## src/caa_pkg.sv

```systemverilog
// Purpose: Shared constants for the converter alarm aggregator
// Assumes: Byte-wide register port, 12-bit register addresses
// Notes:   Offsets are the printed register addresses
package caa_pkg;

  // Register addresses
  localparam logic [11:0] ADDR_ALARM_SUMMARY = 12'h2C0;
  localparam logic [11:0] ADDR_ALARM_STATUS  = 12'h2C1;
  localparam logic [11:0] ADDR_ALARM_MASK    = 12'h2C2;
  localparam logic [11:0] ADDR_LANE_ERR_LO   = 12'h2C4;
  localparam logic [11:0] ADDR_LANE_ERR_HI   = 12'h2C5;

  // Status, mask and summary field positions
  localparam int BIT_CLK  = 0;
  localparam int BIT_NCO  = 1;
  localparam int BIT_REAL = 2;
  localparam int BIT_LINK = 3;
  localparam int BIT_PLL  = 4;
  localparam int BIT_FIFO = 5;
  localparam int BIT_SUMMARY = 0;

  // Reset values
  localparam logic [5:0]  RST_STATUS   = 6'h3F;
  localparam logic [5:0]  RST_MASK     = 6'h3F;
  localparam logic [15:0] RST_LANE_ERR = 16'hFFFF;
  localparam logic        RST_SUMMARY  = 1'h0;

  // Calibration-status pin selector code that routes the alarm
  localparam logic [1:0] CALSEL_ALARM = 2'h1;

endpackage : caa_pkg

```

## src/caa_sticky.sv

```systemverilog
// Purpose: Generic bank of sticky flags with write-one-to-clear
// Assumes: Set and clear are single-cycle qualified by the caller
// Notes:   Set beats clear so no event is lost
module caa_sticky #(
  parameter int                W       = 6,
  parameter logic [W-1:0]      RST_VAL = '1
) (
  // Clock and reset
  input  wire logic         clk_i,
  input  wire logic         rst_i,
  input  wire logic         ce_i,
  input  wire logic         soft_rst_i,
  // Flag control
  input  wire logic [W-1:0] set_i,
  input  wire logic [W-1:0] clr_i,
  output logic      [W-1:0] flags_o
);

  typedef struct packed {
    logic [W-1:0] flags;
  } caa_sticky_s;

  caa_sticky_s state_reg;
  caa_sticky_s state_next;

  // Set wins over a same-cycle clear
  always_comb begin
    state_next = state_reg;
    if (soft_rst_i) begin
      state_next.flags = RST_VAL;
    end else begin
      state_next.flags = (state_reg.flags & ~clr_i) | set_i;
    end
  end

  // State register, frozen while enable low
  always_ff @(posedge clk_i or posedge rst_i) begin
    if (rst_i) begin
      state_reg.flags <= RST_VAL;
    end else if (ce_i) begin
      state_reg <= state_next;
    end
  end

  assign flags_o = state_reg.flags;

endmodule : caa_sticky

```

## src/caa_alarm_top.sv

```systemverilog
// Purpose: Alarm collection, masking and summary for the converter link
// Assumes: Simple byte-wide register port synchronous to clk_i
// Notes:   Event inputs are level or pulse conditions sampled each cycle
// Function
// - Summary bit is one when any unmasked status flag is set.
// - Summary register is read-only; writes do nothing.
// - Summary drives calibration status pin when selector picks it.
// - Lane FIFO flag sets on any active lane overflow or underflow.
// - Writing one clears a flag; writing zero leaves it.
// - PLL flag sets whenever the PLL is out of lock.
// - 8b/10b: link flag sets when enabled but not transmitting data.
// - 64b/66b: link flag sets at startup and on realignment.
// - Realignment flag sets when SYSREF realigns internal clocks.
// - NCO flag sets on link off, NCO sync, or phase mismatch.
// - Clock flag sets when channel dividers disagree.
// - Power-on or soft reset sets all six flags to 0x3F.
// - With link disabled, only the clock flag must be meaningful.
// - Mask bits block flags from the summary; reset to 0x3F.
// - Per-lane error bits set per lane, write-one clears.
// - Clearing the lane FIFO flag clears every per-lane bit.
module caa_alarm_top (
  // Clock, enable, reset
  input  wire logic        clk_i,
  input  wire logic        rst_i,
  input  wire logic        ce_i,
  input  wire logic        soft_rst_i,
  // Register port
  input  wire logic [11:0] reg_addr_i,
  input  wire logic        reg_wr_i,
  input  wire logic        reg_rd_i,
  input  wire logic [7:0]  reg_wdata_i,
  output logic      [7:0]  reg_rdata_o,
  // Link and clocking condition inputs
  input  wire logic        link_enable_i,
  input  wire logic        link_mode_66b_i,
  input  wire logic        link_in_data_state_i,
  input  wire logic        link_realign_i,
  input  wire logic        pll_locked_i,
  input  wire logic [15:0] lane_active_i,
  input  wire logic [15:0] lane_fifo_err_i,
  input  wire logic        sysref_realign_i,
  input  wire logic        nco_sync_i,
  input  wire logic        nco_phase_mismatch_i,
  input  wire logic        divider_mismatch_i,
  input  wire logic [1:0]  cal_status_sel_i,
  // Pin outputs
  output logic             cal_status_pin_o,
  output logic             alarm_summary_o
);

  // Timing and hazards in short
  // Causes are levels, sampled on every enabled edge.
  // Set beats a same-cycle clear; a held cause re-sets next edge.
  // Summary and pin trail flags, clears and mask writes by one cycle.
  // Link-off flags are stale; software clears all after enabling.
  // Divider flag stays meaningful with the link off.
  // 64b/66b startup: enable seen high after low, or high out of reset.
  // Masked flag hidden from summary, still readable in status.
  // Read data stands one cycle; idle cycles read zero.
  // Unmapped addresses read zero and ignore writes.
  // All state freezes while the clock enable is low.

  typedef struct packed {
    logic [5:0] mask;
    logic       link_en_d;
    logic       summary;
    logic       pin;
    logic [7:0] rdata;
  } caa_top_s;

  caa_top_s state_reg;
  caa_top_s state_next;

  logic [5:0]  status_flags;
  logic [15:0] lane_flags;
  logic [5:0]  status_set;
  logic [5:0]  status_clr;
  logic [15:0] lane_set;
  logic [15:0] lane_clr;
  logic        link_cause;
  logic        wr_status;
  logic        wr_lane_lo;
  logic        wr_lane_hi;
  logic        wr_mask;
  logic        link_start;
  logic        nco_cause;

  // Write strobe aimed at one address; shared by every write target
  function automatic logic wr_hit(
    input logic        wr,
    input logic [11:0] addr,
    input logic [11:0] target
  );
    return wr && (addr == target);
  endfunction : wr_hit

  // Address decode for write-one-to-clear targets
  assign wr_status  = wr_hit(reg_wr_i, reg_addr_i, caa_pkg::ADDR_ALARM_STATUS);
  assign wr_lane_lo = wr_hit(reg_wr_i, reg_addr_i, caa_pkg::ADDR_LANE_ERR_LO);
  assign wr_lane_hi = wr_hit(reg_wr_i, reg_addr_i, caa_pkg::ADDR_LANE_ERR_HI);
  // Mask is a plain read/write register
  assign wr_mask    = wr_hit(reg_wr_i, reg_addr_i, caa_pkg::ADDR_ALARM_MASK);

  // Startup edge; link_en_d resets low so enable high out of reset counts
  assign link_start = link_enable_i && !state_reg.link_en_d;
  // NCO upset: link off, sync event or channel phase mismatch
  assign nco_cause  = !link_enable_i || nco_sync_i || nco_phase_mismatch_i;

  // Flag causes; causes are levels so a held cause re-sets after a clear
  always_comb begin
    lane_set = lane_fifo_err_i & lane_active_i;
    if (link_mode_66b_i) begin
      link_cause = link_start || link_realign_i;
    end else begin
      link_cause = link_enable_i && !link_in_data_state_i;
    end
    status_set = '0;
    status_set[caa_pkg::BIT_FIFO] = |lane_set;
    status_set[caa_pkg::BIT_PLL]  = !pll_locked_i;
    status_set[caa_pkg::BIT_LINK] = link_cause;
    status_set[caa_pkg::BIT_REAL] = sysref_realign_i;
    // NCO upset causes; link-off state left as a cause
    status_set[caa_pkg::BIT_NCO]  = nco_cause;
    status_set[caa_pkg::BIT_CLK]  = divider_mismatch_i;
  end

  // Write-one-to-clear decode
  always_comb begin
    status_clr = wr_status ? reg_wdata_i[5:0] : 6'h00;
    // lane flag clear empties lane vector
    if (wr_status && reg_wdata_i[caa_pkg::BIT_FIFO]) begin
      lane_clr = 16'hFFFF;
    end else begin
      lane_clr = {(wr_lane_hi ? reg_wdata_i : 8'h00), (wr_lane_lo ? reg_wdata_i : 8'h00)};
    end
  end

  // One clear word serves all six flags
  // status flags reset to 0x3F
  caa_sticky #(
    .W       (6),
    .RST_VAL (caa_pkg::RST_STATUS)
  ) u_status (
    .clk_i      (clk_i),
    .rst_i      (rst_i),
    .ce_i       (ce_i),
    .soft_rst_i (soft_rst_i),
    .set_i      (status_set),
    .clr_i      (status_clr),
    .flags_o    (status_flags)
  );

  // Per-lane error vector, all ones after reset
  // Lanes outside lane_active_i never set their bit except by reset or soft reset
  caa_sticky #(
    .W       (16),
    .RST_VAL (caa_pkg::RST_LANE_ERR)
  ) u_lanes (
    .clk_i      (clk_i),
    .rst_i      (rst_i),
    .ce_i       (ce_i),
    .soft_rst_i (soft_rst_i),
    .set_i      (lane_set),
    .clr_i      (lane_clr),
    .flags_o    (lane_flags)
  );

  // Next-state logic: mask, summary, pin and read data
  always_comb begin
    state_next = state_reg;
    state_next.link_en_d = link_enable_i;
    if (soft_rst_i) begin
      state_next.mask = caa_pkg::RST_MASK;
    end else if (wr_mask) begin
      state_next.mask = reg_wdata_i[5:0];
    end
    state_next.summary = |(status_flags & ~state_reg.mask);
    state_next.pin = (cal_status_sel_i == caa_pkg::CALSEL_ALARM) ? state_next.summary : 1'b0;
    // summary has no write path; reads only
    state_next.rdata = 8'h00;
    if (reg_rd_i) begin
      unique case (reg_addr_i)
        caa_pkg::ADDR_ALARM_SUMMARY: state_next.rdata = {7'h00, state_reg.summary};
        caa_pkg::ADDR_ALARM_STATUS:  state_next.rdata = {2'h0, status_flags};
        caa_pkg::ADDR_ALARM_MASK:    state_next.rdata = {2'h0, state_reg.mask};
        caa_pkg::ADDR_LANE_ERR_LO:   state_next.rdata = lane_flags[7:0];
        caa_pkg::ADDR_LANE_ERR_HI:   state_next.rdata = lane_flags[15:8];
        default:                     state_next.rdata = 8'h00; // Unmapped reads zero
      endcase
    end
  end

  // State register; summary lags flags by one cycle
  // Every top-level output comes straight from these flops
  always_ff @(posedge clk_i or posedge rst_i) begin
    if (rst_i) begin
      state_reg.mask      <= caa_pkg::RST_MASK;
      state_reg.link_en_d <= 1'b0;
      state_reg.summary   <= caa_pkg::RST_SUMMARY;
      state_reg.pin       <= 1'b0;
      state_reg.rdata     <= 8'h00;
    end else if (ce_i) begin
      state_reg <= state_next;
    end
  end

  assign reg_rdata_o      = state_reg.rdata;
  assign alarm_summary_o  = state_reg.summary;
  assign cal_status_pin_o = state_reg.pin;

endmodule : caa_alarm_top

```

## config.mk

```make
export PLATFORM = sky130hd
export DESIGN_NAME = caa_alarm_top
export DESIGN_NICKNAME = d
export VERILOG_FILES = /design/src/caa_pkg.sv /design/src/caa_sticky.sv /design/src/caa_alarm_top.sv
export SDC_FILE = /design/constraint.sdc
export NUM_CORES = 1
export LEC_CHECK = 0
export ABC_CLOCK_PERIOD_IN_PS = 1440
export BUFFER_PORTS_ARGS = -buffer_cell sky130_fd_sc_hd__buf_2
export CORE_MARGIN = 4
export CORE_UTILIZATION = 50
export DETAILED_ROUTE_END_ITERATION = 8
export GPL_TIMING_DRIVEN = 0
export PLACE_DENSITY_LB_ADDON = 0.05
export SLEW_MARGIN = 20
export SYNTH_ARGS = -nofsm -noshare
export SYNTH_HDL_FRONTEND = slang
export SYNTH_HIERARCHICAL = 1
export SYNTH_SLANG_ARGS = --single-unit
```

## constraint.sdc

```tcl
create_clock -name clk_i -period 1.44 [get_ports clk_i]
set_input_delay 0.288 -clock clk_i [delete_from_list [all_inputs] [get_ports clk_i]]
set_output_delay 0.288 -clock clk_i [all_outputs]
set_load 0.02 [all_outputs]
```

==> out/results.tsv, run 1 <==
stage	metric	value	unit
pwr	peak supply drop	0.000503	V
cells_and_area	Area growth syn-to-layout	29.0	%
timing	RSZ-0062 raised after global routing	true	
yosys	top-count cell post-synth	dfstp_2	
placed_design	dpl cells	411	
cells_and_area	Layout Cells excl Fill	428	
route	WL/cell	15.0	um
global_routing	met2 Use GR	0.343	
cells_and_area	Finished Cell Area	0.00328	mm2
timing	Pins Over Slew Limit	0	
global_routing	GRT Max-Usage Layer	met2	
yosys	Post-synth top cells	dfstp_2 (28), nand2_1 (25), and2_1 (21), inv_1 (21), o21ai_0 (21)	
yosys	Netlist cell types	45	
global_routing	number of global-route vias before repair	2164	
yosys	Cell Area, Synth	0.00254	mm2
pwr	Power per Cell Area	712	mW/mm2
route	routed wire length	6410	um
setup_path	r2r worst-path depth	3	
global_routing	GR Util met3	0.0454	
placed_design	Place WS	-1.00	ns
clock_tree	clock slew at reported path FFs	0.07	ns
die	Horiz. Die Dim	79.3	um
setup_path	Required @ worst endpoint	1.65	ns
clock_tree	CTS Sinks	39	
yosys	syn_area_per_cell	9.56	um2
run_status	failing checks	setup timing	
pwr	Clock power frac	0.340	
setup_path	Crit Path Max Fanout	5	
route	post-route ant nets	0	
pwr	Comb pwr share	0.169	
global_routing	remaining global-route overflow	0	
min_path	Hold Crit Class	in -> async	
setup_path	Worst R2R Start	state_reg[14]	
yosys	Syn Nets	335	
yosys	share of the synthesized area in the top cell type	0.289	
setup_path	WS Path Type	in -> reg	
die	core area	0.00482	mm2
timing	crit share post-route	1.23	
die	starting density of the core	0.528	
global_routing	gr usage total	0.212	
pwr	Internal	1750	uW
clock_tree	H-tree lvl count	2	
die	io pins	79	
yosys	Synth Instances	266	
timing	Final WS setup	-0.338	ns
pwr	Seq pwr share	0.492	
timing	Final Hold Viols	0	
yosys	Post-synth EDFFs	0	
placed_design	RePlAce Congestion	0.843	
timing	Setup Skew	0.00534	ns
yosys	FF+latch count, synth	39	
yosys	cell type with the largest total area after synthesis	dfstp_2	
route	Initial DRT Pass Iterations	4	
die	# rows	25	
route	# DRC	0	
placed_design	I/O Buffers	78	
clock_tree	CTS tree	done	
yosys	largest cells by area after synthesis	dfstp_2 (29%), dfrtp_1 (11%), a21bo_2 (5.5%)	
setup_path	r2r setup slk	0.26	ns
global_routing	pin count of the biggest net entering global routing	19	
timing	Setup-failing EPs final	28	
clock_tree	Clock Tree Root	clkbuf_8	
global_routing	met1 usage	0.284	
die	DIE HEIGHT	79.3	um
timing	fmax	562	MHz
flow_run	number of max-cap violations	0	
route	detailed-route via count	2208	
cells_and_area	n_diodes	0	
global_routing	initial antenna violation count	0	
pwr	sw frac	0.252	
yosys	Synth Flop Type	dfstp_2	
timing	Worst Tran Pin Value	0.662	ns
timing	worst hold margin	0.105	ns
setup_path	crit start category	primary input	
yosys	post-synthesis async set-or-reset flop share	1.00	
timing	slew margin rel.	0.558	
cells_and_area	fin nets	429	
cells_and_area	max FFs per register	16	
clock_tree	clk buf depth	2	
pwr	Psw	588	uW
clock_tree	CTS buffer count	5	
route	DRT iter0 DRCs	108	
yosys	sequential share of the synthesized area	0.398	
timing	min Tclk post-route	1.78	ns
yosys	Ys Warns	6	
setup_path	Worst setup EP type	flip-flop	
die	die area	0.00629	mm2
setup_path	Crit Reg-Reg Endpoint	cal_status_pin_o	
placed_design	dpl hpwl	4820	um
clock_tree	CTS Hold Buffers Added	0	
cells_and_area	share of layout cells above drive strength 1	0.510	
global_routing	first-pass GRT wire length	10300	um
setup_path	Critical Path AT	1.98	ns
placed_design	placed cell area	0.00303	mm2
clock_tree	clock latency on the worst-skew pair	0.28	ns
run_status	status	finished, violations left	
pwr	Leakage	0.00171	uW
route	Via density	5.16	
-- area by class of cell --
cell class	instances	area, um2
Sequential cell	39	1010
Timing Repair Buffer	87	475
Tap cell	67	83.8
Buffer	17	133
Clock buffer	8	100
Fill cell	416	1540
Inverter	21	78.8
Multi-Input combinational cell	189	1400
-- per-layer routing --
layer,vias up,share of wire
met5,-,0
met4,0,0.015
met3,11,0.068
met2,80,0.46
met1,999,0.46
li1,1118,-
-- what timing repair did --
| item | CTS | global route |
|---|---|---|
| pin swaps | 18 | 8 |
| buffers inserted | 6 | 2 |
| gates cloned | 1 | 0 |
| resized for setup | 8 | 9 |
| endpoints found under the setup margin | 26 | 34 |
-- layout by cell type, fill, tap and decap left out, drive strengths merged, types with 11 or more instances in the layout --
master,count
nand2,25
o22ai,12
dfstp,28
buf,102
o21ai,23
inv,21
and2,21
a21bo,22
a21o,14
dfrtp,11
-- power groups by stage --
stage	Clock, uW	Sequential [uW]	Combinational, uW
finish	793	1150	394
global route	873	1150	436
CTS	823	1150	386
detailed placement	0	1170	373
global placement	0	1170	369
floorplan	0	1170	195
-- critical path: stages --
cell	delay, ns
buf_6	0.09
or4b_4	0.54
or2_4	0.27
nor4_4	0.34
buf_4	0.22
a21o_2	0.09
a21bo_2	0.11
nand2_1	0.04
-- per-stage QoR --
step / TNS, ns / total power (uW) / utilization
floorplan: -8.82 / 1370 / -
global placement: -20.62 / 1540 / 0.629
detailed placement: -23.14 / 1540 / 0.629
CTS: -6.76 / 2360 / 0.671
global route: -8.82 / 2460 / 0.681
finish: -7.47 / 2340 / 0.681
-- cell families (layout without fill, tap and decap cells) --
family                 Yosys count  in the layout  share of synthesized area
AOI/OAI and AO/OA               93             93                      0.279
and+or+nand+nor                 85             85                      0.197
DFF                             39             39                      0.398
buffers and inverters           38            133                     0.0827
muxes                           11             11                     0.0438
-- worst max path at each step --
stage | startpoint | to | slack [ns]
floorplan | reg_addr_i[8] | u_lanes/flags_o[7] | -0.40
global placement | reg_addr_i[5] | u_lanes/flags_o[11] | -0.88
detailed placement | reg_addr_i[5] | u_lanes/flags_o[14] | -1.0
CTS | reg_addr_i[10] | u_lanes/flags_o[7] | -0.31
global route | reg_addr_i[10] | u_lanes/flags_o[7] | -0.39
finish | reg_addr_i[10] | u_lanes/flags_o[7] | -0.34
(Power assumes the default switching activity.)
==> run 2, diff against run 1 <==
--- a/config.mk
+++ b/config.mk
@@ -5,6 +5,7 @@
 export SDC_FILE = /design/constraint.sdc
 export NUM_CORES = 1
 export LEC_CHECK = 0
+export ABC_AREA = 1
 export ABC_CLOCK_PERIOD_IN_PS = 1440
 export BUFFER_PORTS_ARGS = -buffer_cell sky130_fd_sc_hd__buf_2
 export CORE_MARGIN = 4
==> out/results.tsv, run 2 <==
stage	metric	value	unit
die	die area	0.00646	mm2
die	core area	0.00511	mm2
flow_run	number of max-cap violations	0	
timing	fmax	742	MHz
placed_design	Place WS	-0.166	ns
pwr	Power per Cell Area	766	mW/mm2
timing	min Tclk post-route	1.35	ns
placed_design	dpl hpwl	5320	um
timing	crit share post-route	0.937	
route	DRT iter0 DRCs	129	
die	DIE HEIGHT	80.4	um
clock_tree	Clock Tree Root	clkbuf_8	
global_routing	initial antenna violation count	0	
yosys	sequential share of the synthesized area	0.386	
timing	Worst Tran Pin Value	0.636	ns
setup_path	r2r setup slk	0.09	ns
timing	slew margin rel.	0.576	
pwr	Leakage	0.00184	uW
cells_and_area	max FFs per register	16	
timing	Pins Over Slew Limit	0	
yosys	FF+latch count, synth	39	
setup_path	Worst R2R Start	state_reg[12]	
clock_tree	number of setup buffers added after CTS	0	
die	Horiz. Die Dim	80.4	um
yosys	Synth Instances	366	
route	Via density	4.84	
timing	Final Hold Viols	0	
setup_path	Critical Path AT	1.53	ns
cells_and_area	Finished Cell Area	0.00322	mm2
global_routing	remaining global-route overflow	0	
timing	Setup Skew	0.0124	ns
global_routing	gr usage total	0.222	
cells_and_area	Area growth syn-to-layout	22.7	%
route	detailed-route via count	2525	
route	Initial DRT Pass Iterations	4	
setup_path	Crit Reg-Reg Endpoint	cal_status_pin_o	
global_routing	pin count of the biggest net entering global routing	21	
cells_and_area	n_diodes	0	
global_routing	first-pass GRT wire length	11000	um
cells_and_area	Multi-input gate area	0.00129	mm2
route	routed wire length	6690	um
global_routing	number of global-route vias before repair	2431	
clock_tree	clock slew at reported path FFs	0.09	ns
yosys	Syn Nets	435	
clock_tree	clk buf depth	2	
yosys	Cell Area, Synth	0.00262	mm2
cells_and_area	fin nets	520	
placed_design	RePlAce Congestion	0.892	
route	post-route ant nets	0	
placed_design	dpl cells	514	
route	# DRC	0	
pwr	peak supply drop	0.000437	V
yosys	largest cells by area after synthesis	dfstp_2 (28%), nand2_1 (17%), dfrtp_1 (11%)	
yosys	Ys Warns	6	
yosys	share of the synthesized area in the top cell type	0.281	
timing	Final WS setup	0.0914	ns
clock_tree	CTS Hold Buffers Added	0	
setup_path	crit start category	flip-flop	
timing	RSZ-0062 raised after global routing	false	
placed_design	I/O Buffers	78	
yosys	syn_area_per_cell	7.16	um2
die	# rows	26	
setup_path	r2r worst-path depth	5	
yosys	Post-synth top cells	nand2_1 (122), inv_1 (43), o21ai_0 (35)	
run_status	status	finished clean	
yosys	Netlist cell types	28	
yosys	cell type with the largest total area after synthesis	dfstp_2	
yosys	Synth Flop Type	dfstp_2	
route	WL/cell	12.8	um
yosys	top-count cell post-synth	nand2_1	
cells_and_area	commonest non-fill, non-tap cell in the layout	nand2_1	
clock_tree	clock latency on the worst-skew pair	0.30	ns
setup_path	WS Path Type	reg -> reg	
setup_path	Crit Path Max Fanout	3	
timing	Setup-failing EPs final	0	
setup_path	Worst setup EP type	flip-flop	
clock_tree	CTS Sinks	39	
min_path	Hold Crit Class	in -> async	
placed_design	placed cell area	0.00310	mm2
cells_and_area	most frequent cells in the layout	nand2_1 (122), buf_2 (80), inv_1 (43)	
clock_tree	CTS buffer count	5	
die	io pins	79	
yosys	Post-synth EDFFs	0	
cells_and_area	share of layout cells above drive strength 1	0.372	
clock_tree	Resize count post-CTS	1	
clock_tree	CTS tree	done	
cells_and_area	Layout Cells excl Fill	522	
cells_and_area	Filler Cells Inserted	505	
cells_and_area	Sequential cell area	0.00101	mm2
yosys	post-synthesis async set-or-reset flop share	1.00	
clock_tree	H-tree lvl count	2	
setup_path	Required @ worst endpoint	1.62	ns
die	starting density of the core	0.513	
==> run 2: final cells by class <==
class | count | share of cell area
Multi-Input combinational cell | 262 | 0.401
Sequential cell | 39 | 0.314
Timing Repair Buffer | 78 | 0.121
Inverter | 46 | 0.0537
Buffer | 19 | 0.0475
Tap cell | 70 | 0.0272
Clock buffer | 5 | 0.0214
Clock inverter | 3 | 0.0136
==> run 2: metrics by stage <==
| stage | util | total power (uW) | TNS [ns] | hold WS, ns |
|---|---|---|---|---|
| floorplan | - | 1380 | 0 | 0.210 |
| global placement | 0.607 | 1540 | -2.45 | 0.419 |
| detailed placement | 0.607 | 1550 | -2.73 | 0.428 |
| CTS | 0.630 | 2480 | 0 | 0.108 |
| global route | 0.630 | 2560 | 0 | 0.141 |
| finish | 0.630 | 2460 | 0 | 0.0825 |
==> run 2: power breakdown <==
| group | leakage, uW | internal [uW] | switching, uW |
|---|---|---|---|
| clock | 0.0000581 | 516 | 415 |
| combinational | 0.00134 | 148 | 214 |
| sequential | 0.000442 | 1140 | 25.9 |
| total | 0.00184 | 1810 | 655 |
==> run 2: cells by family (layout without fill, tap and decap cells) <==
kind of cell	count (synthesis)	after routing	share of synthesized area
simple gates	202	202	0.357
compound gates	60	60	0.134
buf+inv	65	151	0.124
flops	39	39	0.386
==> run 2: per-layer routing <==
layer	track usage	vias to the layer above	part of all wire	wire, um
met5	0	-	0	0
li1	-	1322	-	-
met2	0.375	91	0.48	3200
met3	0.0415	11	0.067	447
met4	0.0777	0	0.016	110
met1	0.283	1101	0.44	2930
==> run 2: worst max-delay path, cell delays in order (launching register included) <==
cell	delay [ns]
dfstp_2	0.57
inv_1	0.05
nand2_1	0.06
o21ai_0	0.10
o31ai_2	0.32
o21ai_0	0.12
==> run 2: worst max-delay path by stage <==
stage,startpoint,to,slack (ns),cells past startpoint
2_1_floorplan,reg_addr_i[5],u_lanes/flags_o[12],0.14,9
3_3_place_gp,reg_addr_i[5],u_status/flags_o[0],-0.16,10
3_5_place_dp,reg_addr_i[5],u_status/flags_o[0],-0.17,10
4_1_cts,state_reg[12],cal_status_pin_o,0.06,5
5_1_grt,reg_addr_i[5],u_lanes/flags_o[4],0.01,10
6_report,state_reg[12],cal_status_pin_o,0.09,5
==> run 3, diff against run 2 <==
--- a/config.mk
+++ b/config.mk
@@ -8,8 +8,10 @@
 export ABC_AREA = 1
 export ABC_CLOCK_PERIOD_IN_PS = 1440
 export BUFFER_PORTS_ARGS = -buffer_cell sky130_fd_sc_hd__buf_2
+export CELL_PAD_IN_SITES_DETAIL_PLACEMENT = 0
+export CELL_PAD_IN_SITES_GLOBAL_PLACEMENT = 1
 export CORE_MARGIN = 4
-export CORE_UTILIZATION = 50
+export CORE_UTILIZATION = 36
 export DETAILED_ROUTE_END_ITERATION = 8
 export GPL_TIMING_DRIVEN = 0
 export PLACE_DENSITY_LB_ADDON = 0.05
==> out/results.tsv, run 3 (synthesis results as in run 2) <==
stage	metric	value	unit
setup_path	r2r worst-path depth	5	
setup_path	cell mode on critical path	o21ai_0	
timing	Final Hold Viols	0	
cells_and_area	most frequent cells in the layout	nand2_1 (122), buf_2 (80), inv_1 (43)	
pwr	total power	2270	uW
clock_tree	clk buf depth	2	
die	DIE HEIGHT	93.3	um
die	# rows	30	
die	core area	0.00694	mm2
timing	Setup-failing EPs final	0	
route	WL/cell	13.8	um
timing	fmax	757	MHz
route	routed wire length	7580	um
setup_path	Bufs and invs on worst path	1	
setup_path	crit start category	flip-flop	
timing	Pins Over Slew Limit	0	
timing	Worst Tran Pin Value	0.660	ns
route	Initial DRT Pass Iterations	4	
run_status	status	finished clean	
placed_design	I/O Buffers	78	
pwr	Power per Cell Area	699	mW/mm2
setup_path	Required @ worst endpoint	1.61	ns
cells_and_area	share of layout cells above drive strength 1	0.378	
die	io pins	79	
cells_and_area	max FFs per register	16	
setup_path	Worst R2R Start	state_reg[12]	
clock_tree	clock slew at reported path FFs	0.08	ns
global_routing	met1 usage	0.256	
global_routing	initial antenna violation count	0	
setup_path	Worst path max stage delay	0.56	ns
setup_path	Worst setup EP type	flip-flop	
setup_path	crit path max-delay cell type	dfstp_2	
clock_tree	CTS Hold Buffers Added	0	
timing	Setup Skew	0.00554	ns
global_routing	met2 Use GR	0.297	
setup_path	CP top delay family	flip-flops	
die	die area	0.00871	mm2
timing	min Tclk post-route	1.32	ns
pwr	peak supply drop	0.000439	V
placed_design	dpl hpwl	5830	um
global_routing	GRT Max-Usage Layer	met2	
cells_and_area	fin nets	523	
cells_and_area	Final Util	0.469	
global_routing	gr usage total	0.181	
flow_run	number of max-cap violations	0	
cells_and_area	commonest non-fill, non-tap cell in the layout	nand2_1	
clock_tree	CTS buffer count	5	
die	starting density of the core	0.377	
clock_tree	CTS tree	done	
clock_tree	Clock Tree Root	clkbuf_8	
setup_path	cells along the critical path	inv_1, nand2_1, o21ai_0, o31ai_2, o21ai_0	
global_routing	GR Util met3	0.0257	
pwr	Leakage	0.00185	uW
setup_path	WS Path Type	reg -> reg	
route	post-route ant nets	0	
clock_tree	H-tree lvl count	2	
route	detailed-route via count	2641	
route	# DRC	0	
clock_tree	CTS Sinks	39	
cells_and_area	Area growth syn-to-layout	24.2	%
timing	slew margin rel.	0.560	
route	Via density	4.79	
die	Horiz. Die Dim	93.3	um
global_routing	first-pass GRT wire length	12400	um
setup_path	r2r setup slk	0.12	ns
cells_and_area	n_diodes	0	
global_routing	number of global-route vias before repair	2596	
route	DRT iter0 DRCs	157	
global_routing	remaining global-route overflow	0	
setup_path	Crit Reg-Reg Endpoint	cal_status_pin_o	
setup_path	Critical Path AT	1.49	ns
timing	crit share post-route	0.917	
clock_tree	clock latency on the worst-skew pair	0.29	ns
placed_design	RePlAce Congestion	0.818	
global_routing	pin count of the biggest net entering global routing	21	
min_path	Hold Crit Class	in -> async	
setup_path	Crit Path Max Fanout	3	
-- run 3: repair_timing --
item,in CTS,in global routing
endpoints found under the hold margin,0,0
gates resized for setup,0,3
endpoints found under the setup margin,0,10
buffers inserted,0,3
-- run 3: area by class of cell --
type,count,area [um2]
fillers,795,3690
flip-flops and latches,39,1010
clock buffers,5,68.8
repair buffers,81,413
multi-input cells,262,1300
inverters,46,173
plain buffers,19,153
clock inverters,3,15.0
well taps,96,120
-- run 3: worst max path at each step --
| stage | startpoint | endpoint | cells past startpoint |
|---|---|---|---|
| final | state_reg[12] | cal_status_pin_o | 5 |
| after detailed placement | reg_addr_i[5] | u_status/flags_o[0] | 10 |
| after global routing | reg_addr_i[1] | u_lanes/flags_o[7] | 10 |
| after global placement | reg_addr_i[5] | u_status/flags_o[0] | 10 |
| after CTS | state_reg[11] | cal_status_pin_o | 5 |
| after floorplan | reg_addr_i[5] | u_lanes/flags_o[12] | 9 |
-- run 3: routing by layer --
layer  part of all wire  vias to the layer above
met3              0.047                        7
met1               0.48                     1241
li1                   -                     1330
met2               0.47                       63
met4             0.0080                        0
met5                  0                        -
-- run 3: where the power goes --
part	switching [uW]	internal (uW)
Combinational	223	148
Clock	401	332
Sequential	25.4	1140
-- run 3: metrics by stage --
step / setup TNS [ns] / std cells / hold WS, ns / setup WS, ns / instance area, um2
finish: 0 / 551 / 0.103 / 0.120 / 3250
global placement: -4.21 / 540 / 0.446 / -0.232 / 3130
global route: -0.00439 / 551 / 0.158 / -0.00439 / 3250
CTS: 0 / 548 / 0.122 / 0.0689 / 3220
detailed placement: -4.37 / 540 / 0.450 / -0.211 / 3130
floorplan: 0 / 366 / 0.210 / 0.140 / 2620
